--- src/fifo_status_defines.vh ---
// Register map, field positions and reset values for the FIFO status and send-length block
`ifndef FIFO_STATUS_DEFINES_VH
`define FIFO_STATUS_DEFINES_VH

////////////////////////////////////////////////////////////////////////////////
// Register addresses on the host register port
`define ADDR_W 5
`define ADDR_FIFO_OCCUPANCY_STATUS 5'h1C
`define ADDR_TX_LENGTH_UPPER 5'h1D
`define ADDR_TX_LENGTH_LOWER_PARTIAL 5'h1E

////////////////////////////////////////////////////////////////////////////////
// Storage and field layout
`define FIFO_CAPACITY 7'h7F
`define FILL_W 7
`define OVERFLOW_BIT 7
`define SEND_COUNT_W 12
`define PARTIAL_MSB 3
`define PARTIAL_LSB 1
`define PARTIAL_FLAG_BIT 0
`define NIBBLE_HI_MSB 7
`define NIBBLE_HI_LSB 4

////////////////////////////////////////////////////////////////////////////////
// Reset values
`define TX_LENGTH_RESET 8'h00
`define FILL_RESET 7'h00
`define UNMAPPED_READ 8'h00

////////////////////////////////////////////////////////////////////////////////
// Synchroniser bundle: bit positions of the pins that cross into the clock domain
`define SYNC_W 17
`define SYNC_HOST_CLK 0
`define SYNC_SEL 1
`define SYNC_WR 2
`define SYNC_ADDR_LSB 3
`define SYNC_ADDR_MSB 7
`define SYNC_WDATA_LSB 8
`define SYNC_WDATA_MSB 15
`define SYNC_EN 16

`endif

--- src/pin_sync.v ---
// Two-flip-flop synchroniser for a bundle of asynchronous pins
module pin_sync #(
    parameter WIDTH = 1
) (
    // Clock and reset
    input wire clk_i,
    input wire rst_i,
    // Pins
    input wire [WIDTH-1:0] async_i,
    output wire [WIDTH-1:0] sync_o
);

    genvar g;
    generate
        for (g = 0; g < WIDTH; g = g + 1) begin : g_bit
            reg meta_ff;
            reg stable_ff;
            always @(posedge clk_i or posedge rst_i) begin
                if (rst_i) begin
                    meta_ff <= 1'b0;
                    stable_ff <= 1'b0;
                end else begin
                    meta_ff <= async_i[g];
                    stable_ff <= meta_ff;
                end
            end
            assign sync_o[g] = stable_ff;
        end
    endgenerate

endmodule

--- src/word_buffer2.v ---
// Two-entry skid buffer with registered output, valid and ready on both sides
module word_buffer2 #(
    parameter WIDTH = 8
) (
    // Clock and reset
    input wire clk_i,
    input wire rst_i,
    // Filling side
    input wire in_valid_i,
    output wire in_ready_o,
    input wire [WIDTH-1:0] in_data_i,
    // Draining side
    output wire out_valid_o,
    input wire out_ready_i,
    output wire [WIDTH-1:0] out_data_o
);

    reg out_valid_ff;
    reg [WIDTH-1:0] out_data_ff;
    reg skid_valid_ff;
    reg [WIDTH-1:0] skid_data_ff;
    wire in_fire;
    wire out_free;

    // Second entry holds a word while the drain stalls, so none is lost
    assign in_ready_o = ~skid_valid_ff;
    assign in_fire = in_valid_i & ~skid_valid_ff;
    assign out_free = out_ready_i | ~out_valid_ff;

    always @(posedge clk_i or posedge rst_i) begin
        if (rst_i) begin
            out_valid_ff <= 1'b0;
            out_data_ff <= {WIDTH{1'b0}};
            skid_valid_ff <= 1'b0;
            skid_data_ff <= {WIDTH{1'b0}};
        end else if (out_free) begin
            if (skid_valid_ff) begin
                out_data_ff <= skid_data_ff;
                out_valid_ff <= 1'b1;
                skid_valid_ff <= 1'b0;
            end else begin
                out_valid_ff <= in_fire;
                if (in_fire) begin
                    out_data_ff <= in_data_i;
                end
            end
        end else if (in_fire) begin
            skid_data_ff <= in_data_i;
            skid_valid_ff <= 1'b1;
        end
    end

    assign out_valid_o = out_valid_ff;
    assign out_data_o = out_data_ff;

endmodule

--- src/fifo_status_tx_length.v ---
// FIFO occupancy reporting and transmit-length registers behind the host register port
//
// Behaviour
// - Overflow flag in status bit 7 on excess push
// - Status low seven bits give fill count
// - Length registers zero at reset, enable low
// - Length registers cleared at end of frame
// - Count bits 11..4 fill first length register
// - Count bits 3..0 in second register high nibble
// - Second register bits 3..1 hold partial bits
// - Partial bits used only when flag set
// - Bit 0 set marks short final byte
`include "fifo_status_defines.vh"

module fifo_status_tx_length (
    // Clock and reset
    input wire REF_CLK_I,
    input wire RST_I,
    // Host register port pins, asynchronous to the reference clock
    input wire HOST_CLK_I,
    input wire HOST_SEL_I,
    input wire HOST_WR_I,
    input wire [`ADDR_W-1:0] HOST_ADDR_I,
    input wire [7:0] HOST_WDATA_I,
    // Chip enable pin
    input wire EN_I,
    // Read answers toward the host port serializer
    output wire RD_VALID_O,
    input wire RD_READY_I,
    output wire [7:0] RD_DATA_O,
    // FIFO events from the data path
    input wire PUSH_I,
    input wire POP_I,
    input wire FIFO_RESET_I,
    input wire TX_EOF_I,
    // State toward the encoder and the data path
    output wire [`FILL_W-1:0] FILL_COUNT_O,
    output wire OVERFLOW_O,
    output wire [`SEND_COUNT_W-1:0] SEND_COUNT_O,
    output wire PARTIAL_FLAG_O,
    output wire [2:0] PARTIAL_BITS_O
);

    ////////////////////////////////////////////////////////////////////////////////
    // Pin synchronisation and host clock edge detection

    wire [`SYNC_W-1:0] pin_bus;
    wire [`SYNC_W-1:0] pin_sync_q;
    wire host_clk_s;
    wire sel_s;
    wire wr_s;
    wire [`ADDR_W-1:0] addr_s;
    wire [7:0] wdata_s;
    wire en_s;
    reg host_clk_d_ff;
    wire host_edge;

    assign pin_bus = {EN_I, HOST_WDATA_I, HOST_ADDR_I, HOST_WR_I, HOST_SEL_I, HOST_CLK_I};

    // Clock and data pins share the same two-stage delay, so they stay aligned
    pin_sync #(
        .WIDTH(`SYNC_W)
    ) u_pin_sync (
        .clk_i(REF_CLK_I),
        .rst_i(RST_I),
        .async_i(pin_bus),
        .sync_o(pin_sync_q)
    );

    assign host_clk_s = pin_sync_q[`SYNC_HOST_CLK];
    assign sel_s = pin_sync_q[`SYNC_SEL];
    assign wr_s = pin_sync_q[`SYNC_WR];
    assign addr_s = pin_sync_q[`SYNC_ADDR_MSB:`SYNC_ADDR_LSB];
    assign wdata_s = pin_sync_q[`SYNC_WDATA_MSB:`SYNC_WDATA_LSB];
    assign en_s = pin_sync_q[`SYNC_EN];

    always @(posedge REF_CLK_I or posedge RST_I) begin
        if (RST_I) begin
            host_clk_d_ff <= 1'b0;
        end else begin
            host_clk_d_ff <= host_clk_s;
        end
    end

    // Rising edge only; host clock idles low, so leaving reset gives no false edge
    assign host_edge = host_clk_s & ~host_clk_d_ff;

    wire wr_req;
    wire rd_req;
    assign wr_req = host_edge & sel_s & wr_s;
    assign rd_req = host_edge & sel_s & ~wr_s;

    ////////////////////////////////////////////////////////////////////////////////
    // Address decode

    wire hit_upper;
    wire hit_lower;
    wire wr_upper;
    wire wr_lower;

    assign hit_upper = (addr_s == `ADDR_TX_LENGTH_UPPER);
    assign hit_lower = (addr_s == `ADDR_TX_LENGTH_LOWER_PARTIAL);
    // No write strobe for the status address: it is read-only
    assign wr_upper = wr_req & hit_upper;
    assign wr_lower = wr_req & hit_lower;

    ////////////////////////////////////////////////////////////////////////////////
    // FIFO occupancy and overflow

    reg [`FILL_W-1:0] fill_ff;
    reg [`FILL_W-1:0] nxt_fill;
    reg overflow_ff;
    reg nxt_overflow;
    wire full;
    wire empty;
    wire push_ok;
    wire pop_ok;
    wire push_lost;

    assign full = (fill_ff == `FIFO_CAPACITY);
    assign empty = (fill_ff == `FILL_RESET);
    // A pop in the same cycle frees a slot, so a push onto a full FIFO is kept
    assign pop_ok = POP_I & ~empty;
    assign push_ok = PUSH_I & (~full | pop_ok);
    assign push_lost = PUSH_I & ~push_ok;

    always @* begin
        nxt_fill = fill_ff;
        nxt_overflow = overflow_ff;
        if (FIFO_RESET_I) begin
            nxt_fill = `FILL_RESET;
            nxt_overflow = 1'b0;
        end else if (push_ok & ~pop_ok) begin
            nxt_fill = fill_ff + 7'h01;
        end else if (pop_ok & ~push_ok) begin
            nxt_fill = fill_ff - 7'h01;
        end
        // Set wins over a FIFO reset in the same cycle; the excess byte is dropped
        if (push_lost) begin
            nxt_overflow = 1'b1;
        end
    end

    always @(posedge REF_CLK_I or posedge RST_I) begin
        if (RST_I) begin
            fill_ff <= `FILL_RESET;
            overflow_ff <= 1'b0;
        end else begin
            fill_ff <= nxt_fill;
            overflow_ff <= nxt_overflow;
        end
    end

    wire [7:0] status_word;
    assign status_word = {overflow_ff, fill_ff};

    ////////////////////////////////////////////////////////////////////////////////
    // Transmit length registers

    reg [7:0] len_upper_ff;
    reg [7:0] len_lower_ff;
    reg [7:0] nxt_len_upper;
    reg [7:0] nxt_len_lower;

    always @* begin
        nxt_len_upper = len_upper_ff;
        nxt_len_lower = len_lower_ff;
        // A write in the closing cycle of a frame already belongs to the next one
        if (TX_EOF_I) begin
            nxt_len_upper = `TX_LENGTH_RESET;
            nxt_len_lower = `TX_LENGTH_RESET;
        end
        if (wr_upper) begin
            nxt_len_upper = wdata_s;
        end
        if (wr_lower) begin
            nxt_len_lower = wdata_s;
        end
        if (~en_s) begin
            nxt_len_upper = `TX_LENGTH_RESET;
            nxt_len_lower = `TX_LENGTH_RESET;
        end
    end

    always @(posedge REF_CLK_I or posedge RST_I) begin
        if (RST_I) begin
            len_upper_ff <= `TX_LENGTH_RESET;
            len_lower_ff <= `TX_LENGTH_RESET;
        end else begin
            len_upper_ff <= nxt_len_upper;
            len_lower_ff <= nxt_len_lower;
        end
    end

    ////////////////////////////////////////////////////////////////////////////////
    // Decoded length toward the encoder, registered

    reg [`SEND_COUNT_W-1:0] send_count_ff;
    reg partial_flag_ff;
    reg [2:0] partial_bits_ff;
    wire nxt_partial_flag;
    wire [2:0] nxt_partial_bits;

    assign nxt_partial_flag = nxt_len_lower[`PARTIAL_FLAG_BIT];
    // Bit count is masked off for whole-byte frames
    assign nxt_partial_bits = nxt_partial_flag ?
        nxt_len_lower[`PARTIAL_MSB:`PARTIAL_LSB] : 3'h0;

    always @(posedge REF_CLK_I or posedge RST_I) begin
        if (RST_I) begin
            send_count_ff <= 12'h000;
            partial_flag_ff <= 1'b0;
            partial_bits_ff <= 3'h0;
        end else begin
            send_count_ff <= {nxt_len_upper,
                nxt_len_lower[`NIBBLE_HI_MSB:`NIBBLE_HI_LSB]};
            partial_flag_ff <= nxt_partial_flag;
            partial_bits_ff <= nxt_partial_bits;
        end
    end

    ////////////////////////////////////////////////////////////////////////////////
    // Register reads through the answer buffer

    localparam RD_IDLE = 1'b0;
    localparam RD_WAIT = 1'b1;

    reg rd_state_ff;
    reg nxt_rd_state;
    reg [7:0] rd_data_ff;
    reg [7:0] nxt_rd_data;
    reg [7:0] rd_mux;
    wire rd_pend;
    wire buf_in_ready;

    always @* begin
        case (addr_s)
            `ADDR_FIFO_OCCUPANCY_STATUS: rd_mux = status_word;
            `ADDR_TX_LENGTH_UPPER: rd_mux = len_upper_ff;
            `ADDR_TX_LENGTH_LOWER_PARTIAL: rd_mux = len_lower_ff;
            default: rd_mux = `UNMAPPED_READ;
        endcase
    end

    // Limitation: a read arriving while one still waits for buffer space is dropped
    always @* begin
        nxt_rd_state = rd_state_ff;
        nxt_rd_data = rd_data_ff;
        case (rd_state_ff)
            RD_IDLE: begin
                if (rd_req) begin
                    nxt_rd_state = RD_WAIT;
                    nxt_rd_data = rd_mux;
                end
            end
            RD_WAIT: begin
                if (buf_in_ready) begin
                    nxt_rd_state = RD_IDLE;
                end
            end
            default: begin
                nxt_rd_state = RD_IDLE;
            end
        endcase
    end

    always @(posedge REF_CLK_I or posedge RST_I) begin
        if (RST_I) begin
            rd_state_ff <= RD_IDLE;
            rd_data_ff <= 8'h00;
        end else begin
            rd_state_ff <= nxt_rd_state;
            rd_data_ff <= nxt_rd_data;
        end
    end

    assign rd_pend = (rd_state_ff == RD_WAIT);

    word_buffer2 #(
        .WIDTH(8)
    ) u_rd_buffer (
        .clk_i(REF_CLK_I),
        .rst_i(RST_I),
        .in_valid_i(rd_pend),
        .in_ready_o(buf_in_ready),
        .in_data_i(rd_data_ff),
        .out_valid_o(RD_VALID_O),
        .out_ready_i(RD_READY_I),
        .out_data_o(RD_DATA_O)
    );

    ////////////////////////////////////////////////////////////////////////////////
    // Outputs

    assign FILL_COUNT_O = fill_ff;
    assign OVERFLOW_O = overflow_ff;
    assign SEND_COUNT_O = send_count_ff;
    assign PARTIAL_FLAG_O = partial_flag_ff;
    assign PARTIAL_BITS_O = partial_bits_ff;

endmodule

--- config.mk ---
export PLATFORM = sky130hd
export DESIGN_NAME = fifo_status_tx_length
export DESIGN_NICKNAME = d
export VERILOG_FILES = /design/src/pin_sync.v /design/src/word_buffer2.v /design/src/fifo_status_tx_length.v
export VERILOG_INCLUDE_DIRS = /design/src
export SDC_FILE = /design/constraint.sdc
export NUM_CORES = 1
export LEC_CHECK = 0
export BUFFER_PORTS_ARGS = -buffer_cell sky130_fd_sc_hd__buf_2
export CAP_MARGIN = 5
export CORE_ASPECT_RATIO = 1.75
export CORE_MARGIN = 3
export CORE_UTILIZATION = 40
export CTS_CLUSTER_SIZE = 10
export DETAILED_ROUTE_END_ITERATION = 7
export PLACE_DENSITY = 0.66
export SLEW_MARGIN = 20
export SYNTH_ARGS = -nofsm -noshare
export SYNTH_HDL_FRONTEND = slang
export SYNTH_SLANG_ARGS = --single-unit
--- constraint.sdc ---
create_clock -name REF_CLK_I -period 8.8 [get_ports REF_CLK_I]
set_clock_uncertainty 0.1 [all_clocks]
set_input_delay 0 -clock REF_CLK_I [delete_from_list [all_inputs] [get_ports REF_CLK_I]]
set_output_delay 0 -clock REF_CLK_I [all_outputs]
set_load 0.1 [all_outputs]
Yosys cells after proc, flatten, opt, wreduce, memory -nomap -nowiden
Cells that the tools add are included.
- add/subtract/negate cells: 2
- eq/ne operators: 4
- mux-type cells: 21
- bitwise gates (word level): 24
- reduce and logical (&&, ||, !) cells: 8
- operators with widths (cell ; count):
    $mux 8 ; 8
    $pmux 8 s3 ; 1
    $mux 7 ; 3
    $eq 5x5->1 const B ; 3
    $and 1x1->1 ; 12
    $not 1->1 ; 10
    $add 7x1->7 const B ; 1
    $eq 7x7->1 const B ; 1
    $logic_not 7->1 ; 1
    $mux 1 ; 7
    $sub 7x1->7 const B ; 1
    $reduce_and 2->1 ; 3
    $reduce_bool 2->1 ; 3
    $mux 3 ; 1
    $reduce_bool 3->1 ; 1
    $or 1x1->1 ; 2
    $pmux 1 s2 ; 1
- register bits: 102
- bits of input ports: 24
- output and inout port bits: 33

Depth between registers and ports, before layout
Gate-level depths: netlist (run 1).
- depth in word-level cells: 10
- gate-level depth with buffers: 10
- mapped depth without buffers: 10

Hierarchy
A second synthesis (run 1) with hierarchy kept.
- cell total of the unflattened synthesis: 313
- area, all modules: 3893.7 µm²
- modules (own cells, without submodules) (module ; times used ; cells an instance ; area each (µm²) ; seq. area each (µm²)):
    fifo_status_tx_length ; 1 ; 209 ; 2114.5 ; 925.9
    pin_sync ; 1 ; 52 ; 982.2 ; 850.8
    word_buffer2 ; 1 ; 52 ; 797.0 ; 450.4

Worst setup path before layout (run 1)
Ideal clock, no wire load.
- path type: register to register
- start: register fill_ff[2], in the netlist FILL_COUNT_O[2]
- end: register fill_ff[6], in the netlist FILL_COUNT_O[6]
- arrival: 3.294 ns
- required time: 8.572 ns
- setup slack: 5.279 ns
- stages on the path, launching flop included: 11
- period minus slack after synthesis: 3.521 ns
- cell sequence: dfrtp_1 > or4_4 > a2bb2oi_2 > nor2_2 > inv_1 > ha_1 > nor2b_1 > o31a_1 > o22ai_1 > mux2i_1 > mux2_1
- longest elaborated chain between the ends: 8
- elaborated cells on any way between the ends: 17
- classes of those cells: 2 x add/sub; 1 x eq/ne; 3 x mux; 9 x bitwise; 2 x reduce/logical
- ends and longest elaborated chain (element ; line ; source):
    start, declared ; fifo_status_tx_length.v:110 ; reg [`FILL_W-1:0] fill_ff;
    start signal, assigned ; fifo_status_tx_length.v:146 ; fill_ff <= `FILL_RESET;
    start signal, assigned ; fifo_status_tx_length.v:149 ; fill_ff <= nxt_fill;
    branches (longest 8 deep; another with $sub 7x1->7) ; - ;
Parallel ways; which one is timed is not known. The select of a mux whose other input is x is not followed.
A chain may end at the register's enable or synchronous reset.

Worst setup path after layout (run 1)
Same ends and word-level chain as after synthesis.

==> results.txt, run 1 <==
Setup TNS - 0 ns
RSZ-0062 raised after global routing - false
required time of the critical path - 8.92 ns
final std cells w/o fill - 506
routability cong. - 0.803
H-tree depth - 3
share of post-route cells with drive strength above 1 - 0.229
Sink Count - 89
Max Cap Viol - 0
clock root cell - clkbuf_16
total gr overflow - 0
Crit Path Max Fanout - 7
Reg2Reg Setup Slack - 5.53 ns
pre-CTS setup slack - 5.55 ns
via count - 2467
Worst-Margin Slew - 0.972 ns
hold_ws - 0.0405 ns
Hold Fails Final Rpt - 0
most frequent cells after synthesis - dfrtp_1 (89), nor2_1 (32), a21oi_1 (26), nand2_1 (22), mux2i_1 (21)
area of the multi-input gates - 0.00134 mm²
Syn-to-layout area delta - 24.2%
Nets - 415
Max stage delay cell, worst path - or4_4
global-route wire length before repair - 12500 µm
worst hold endpoint - OVERFLOW_O
num ports - 57
Post-Synthesis Cells - 312
All-Layer GR Usage - 0.157
total power draw - 1.29 mW
FF-to-FF Start - FILL_COUNT_O[2]
CTS tree - built
largest area contributor in the netlist - dfrtp_1
pwr/cell area - 283 mW/mm²
Post-Place Cells - 470
DRT Pass-1 Iters - 4
Async SR Flop Fraction - 1.00
Distinct cells, synth - 45
RR Endpoint - FILL_COUNT_O[6]
syn_nets - 343
Syn Std Cell Area - 0.00367 mm²
Hold Path Depth - 3
Initial Util - 0.418
startpoint types - flop
Hold Crit Class - in -> reg
vias in the first global route - 2615
maximum vdd drop - 167 µV
max frequency - 306 MHz
DIE AREA - 0.0104 mm²
most frequent cell after synthesis - dfrtp_1
# diodes - 0
Die Y - 133 µm
CTS clk-pin slew, worst paths - 0.06 ns
largest net degree at the start of global routing - 90
worst hold path startpoint - PUSH_I
outcome - finished, final reports clean
Critical Path AT - 3.39 ns
Yosys top cell area share - 0.607
fin util - 0.519
Clock Tree Buf Depth - 2
Synth warnings - 0
Post-DRT Antenna Nets - 0
syn avg cell area - 11.8 µm²
Buf/Inv on CP - 1
PortBufs - 56
Post-DP HPWL - 5290 µm
CP delay by family, top - simple AND/OR/NAND/NOR gates
initial antenna violation count - 0
Final Setup Violations - 0
final worst path period need - 3.27 ns
crit end category - flop
Routed WL - 7500 µm
period utilization - 0.372
relative slew slack - 0.350
Yosys reg bits - 89
PostCTS Resize Cnt - 0
Synth area leaders - dfrtp_1 (61%), mux2i_1 (5.7%), a21oi_1 (3.5%)
max incr delay on CP - 0.58 ns
max-slew violations - 0
leakage - 2.09 nW
EDFF count, synth - 0
sequential share of the synthesized area - 0.607
post-route cell area - 0.00456 mm²
routed vias/inst - 4.88
Reg area - 0.00223 mm²
die width - 78.4 µm
Most used DFF post-synth - dfrtp_1
cells along the critical path - or4_4 -> a2bb2oi_2 -> nor2_2 -> inv_1 -> ha_1 -> nor2b_1 -> o31a_1 -> o22ai_1 -> mux2i_1 -> mux2_1
insertion delay to the later sink of the worst-skew pair - 0.33 ns
CTS buffer count - 9
DRC viols - 0
detailed router's first-iteration violation count - 116
setup slack after layout - 5.53 ns
FP Rows - 45
Crit Path Class - reg -> reg
fill count - 797
WL per Instance - 14.8 µm
post-placement cell area - 0.00404 mm²
Worst Reg-to-Reg Cells - 10
area of the core - 0.00878 mm²
## worst register-to-register path, stage by stage, from the launching register on
cell       delay (ns)
dfrtp_1          0.45
or4_4            0.58
a2bb2oi_2        0.21
nor2_2           0.14
inv_1            0.14
ha_1             0.36
nor2b_1          0.16
o31a_1           0.25
o22ai_1          0.20
mux2i_1          0.22
mux2_1           0.33
## logic make-up after synthesis
group	count (synthesis)	synth area share
compound gates	53	0.0896
xor+xnor	3	0.00716
fa+ha+maj	7	0.0259
buf+inv	25	0.0300
flops	89	0.607
mux	30	0.0849
simple gates	105	0.156
## cell usage in the layout, fill, tap and decap left out, types with 10 or more instances in the layout
cell	n
a21oi_1	26
buf_2	56
dfrtp_1	89
dlygate4sd3_1	20
mux2i_1	21
nand2_1	22
nor2_1	32
nor2b_1	10
nor3b_1	11
o21ai_0	10
## routing by layer
metal / vias to the layer above / part of all wire / wire length (µm) / track usage
met4: 0 / 0.049 / 367 / 0.106
met5: - / 0 / 0 / 0
met3: 25 / 0.035 / 263 / 0.0334
met1: 1171 / 0.39 / 2950 / 0.164
met2: 58 / 0.52 / 3920 / 0.277
li1: 1213 / - / - / -
## state kept, by name, indices dropped and copies added, names as in the netlist
signal                      count
OVERFLOW_O                      1
u_pin_sync.g_bit.stable_ff     17
FILL_COUNT_O                    7
u_rd_buffer.skid_valid_ff       1
SEND_COUNT_O                   11
rd_pend                         1
u_pin_sync.g_bit.meta_ff       17
u_rd_buffer.out_valid_o         1
u_rd_buffer.out_data_o          8
u_rd_buffer.skid_data_ff        8
host_clk_d_ff                   1
len_upper_ff                    1
len_lower_ff                    4
rd_data_ff                      8
PARTIAL_BITS_O                  3
## power breakdown
| part | total, mW | switching [mW] | internal, mW |
|---|---|---|---|
| registers | 0.476 | 0.0355 | 0.441 |
| clock network | 0.396 | 0.146 | 0.250 |
| logic | 0.418 | 0.294 | 0.124 |
## repair_timing
item,CTS,global route
setup endpoints to repair,0,0
hold buffers,20,0
setup buffers,0,0
hold endpoints to repair,116,0
## worst max-delay path by stage
stage	start	to	slack [ns]	cells past startpoint
6_report	FILL_COUNT_O[2]	FILL_COUNT_O[6]	5.53	10
2_1_floorplan	FILL_COUNT_O[2]	FILL_COUNT_O[6]	5.28	10
3_5_place_dp	FILL_COUNT_O[2]	FILL_COUNT_O[6]	5.55	10
5_1_grt	FILL_COUNT_O[0]	FILL_COUNT_O[6]	5.37	10
4_1_cts	FILL_COUNT_O[2]	FILL_COUNT_O[6]	5.55	10
3_3_place_gp	FILL_COUNT_O[2]	FILL_COUNT_O[6]	5.64	10
## area by class of cell
type,instances,share of cell area
Multi-Input combinational cell,198,0.294
Sequential cell,89,0.489
Clock buffer,12,0.0519
Inverter,8,0.00686
Clock inverter,4,0.0170
Timing Repair Buffer,78,0.110
Tap cell,117,0.0321
Note: power is estimated with default switching activity, not from simulation.
==> inputs of run 2 (changes only) <==
--- a/config.mk
+++ b/config.mk
@@ -13,7 +13,7 @@
 export CORE_UTILIZATION = 40
 export CTS_CLUSTER_SIZE = 10
 export DETAILED_ROUTE_END_ITERATION = 7
-export PLACE_DENSITY = 0.66
+export PLACE_DENSITY = 0.68
 export SLEW_MARGIN = 20
 export SYNTH_ARGS = -nofsm -noshare
 export SYNTH_HDL_FRONTEND = slang
==> constraint.sdc (replaced) <==
create_clock -name REF_CLK_I -period 2.8 [get_ports REF_CLK_I]
set_clock_uncertainty 0.1 [all_clocks]
set_input_delay 0 -clock REF_CLK_I [delete_from_list [all_inputs] [get_ports REF_CLK_I]]
set_output_delay 0 -clock REF_CLK_I [all_outputs]
set_load 0.1 [all_outputs]
==> results.txt, run 2 (synthesis results as in run 1) <==
Die Y - 133 µm
max-slew violations - 0
num ports - 57
WL per Instance - 14.3 µm
most frequent cells in the layout - dfrtp_1 (82), buf_2 (56), nor2_1 (32)
CTS clk-pin slew, worst paths - 0.06 ns
CTS tree - built
Post-DP HPWL - 5550 µm
area of the core - 0.00878 mm²
final worst path period need - 2.88 ns
cells along the critical path - or4b_4 -> a2bb2oi_4 -> nor2_4 -> inv_4 -> ha_4 -> nor2b_1 -> o31a_1 -> o22ai_2 -> mux2i_1 -> mux2_1
CP delay by family, top - simple AND/OR/NAND/NOR gates
PortBufs - 56
maximum vdd drop - 620 µV
Max stage delay cell, worst path - or4b_4
Clock Tree Buf Depth - 2
Nets - 433
detailed router's first-iteration violation count - 91
Reg area - 0.00224 mm²
# diodes - 0
post-placement cell area - 0.00422 mm²
routed vias/inst - 4.82
CTS buffer count - 9
Crit Path Class - reg -> reg
Max Cap Viol - 0
Crit Path Max Fanout - 5
Buf/Inv on CP - 1
pwr/cell area - 875 mW/mm²
Post-DRT Antenna Nets - 0
required time of the critical path - 2.91 ns
fill count - 800
initial antenna violation count - 0
die width - 78.4 µm
period utilization - 1.03
H-tree depth - 3
Hold Fails Final Rpt - 0
relative slew slack - 0.508
hold_ws - 0.0760 ns
max frequency - 347 MHz
global-route wire length before repair - 12800 µm
Worst-Margin Slew - 0.738 ns
FP Rows - 45
insertion delay to the later sink of the worst-skew pair - 0.33 ns
startpoint types - flop
crit end category - flop
largest net degree at the start of global routing - 63
Hold Crit Class - in -> reg
DIE AREA - 0.0104 mm²
failing checks - negative setup slack
routability cong. - 0.802
Syn-to-layout area delta - 28.3%
clock root cell - clkbuf_16
setup slack after layout - -0.0792 ns
All-Layer GR Usage - 0.158
via count - 2520
outcome - finished with violations
Final Setup Violations - 1
area of the multi-input gates - 0.00139 mm²
Sink Count - 89
post-route cell area - 0.00471 mm²
RSZ-0062 raised after global routing - true
total gr overflow - 0
max incr delay on CP - 0.56 ns
DRT Pass-1 Iters - 4
Routed WL - 7500 µm
DRC viols - 0
vias in the first global route - 2706
leakage - 2.17 nW
commonest non-fill, non-tap cell in the layout - dfrtp_1
Initial Util - 0.418
Critical Path AT - 2.99 ns
share of post-route cells with drive strength above 1 - 0.298
-- run 2: metal layers --
metal	share of wire	GRT usage
met3	0.038	0.0286
met1	0.38	0.175
met5	0	0
met2	0.55	0.280
met4	0.035	0.0895
-- run 2: final timing paths --
check	slack, ns	from	depth (start not counted)	endpoint
setup / recovery	-0.08	FILL_COUNT_O[1]	10	FILL_COUNT_O[6]
hold / removal	0.08	TX_EOF_I	3	SEND_COUNT_O[9]
setup reg to reg	-0.08	FILL_COUNT_O[1]	10	FILL_COUNT_O[6]
hold reg to reg	0.25	u_pin_sync.g_bit[3].meta_ff	0	u_pin_sync.g_bit[3].stable_ff
max in group asynchronous	1.65	RST_I	4	SEND_COUNT_O[4]
min in group asynchronous	0.25	RST_I	3	rd_pend
-- run 2: area by class of cell --
class | count | area share
sequential | 89 | 0.475
multi-input combinational | 198 | 0.295
timing repair buffer | 96 | 0.134
clock buffer | 10 | 0.0507
tap | 117 | 0.0311
inverter | 8 | 0.00744
clock inverter | 5 | 0.00691
-- run 2: what timing repair did --
| item | CTS | global route |
|---|---|---|
| endpoints found under the setup margin | 1 | 1 |
| buffers inserted | 1 | 0 |
| endpoints found under the hold margin | 87 | 0 |
| gates resized for setup | 1 | 0 |
| pin swaps | 1 | 0 |
| hold buffers | 20 | 0 |
-- run 2: where the power goes --
group | switching, mW | total, mW | internal (mW)
registers | 0.0507 | 1.44 | 1.39
clock network | 0.458 | 1.08 | 0.618
logic | 1.06 | 1.60 | 0.544
total | 1.57 | 4.12 | 2.55
-- run 2: worst register-to-register path, cell delays in order, from the launching register on --
cell and delay, ns:
dfrtp_2 0.40, or4b_4 0.56, a2bb2oi_4 0.20, nor2_4 0.11, inv_4 0.07, ha_4 0.21
nor2b_1 0.14, o31a_1 0.27, o22ai_2 0.13, mux2i_1 0.24, mux2_1 0.34
-- run 2: through the flow --
step	total power [mW]	setup TNS, ns	instances	setup WS [ns]	utilization
floorplan	2.63	-0.333	312	-0.333	-
finish	4.12	-0.0792	523	-0.0792	0.536
CTS	4.16	-0.0621	523	-0.0621	0.536
global placement	2.98	-0.0600	487	-0.0600	0.481
detailed placement	3.03	-0.126	487	-0.126	0.481
global route	4.33	-0.162	523	-0.162	0.536
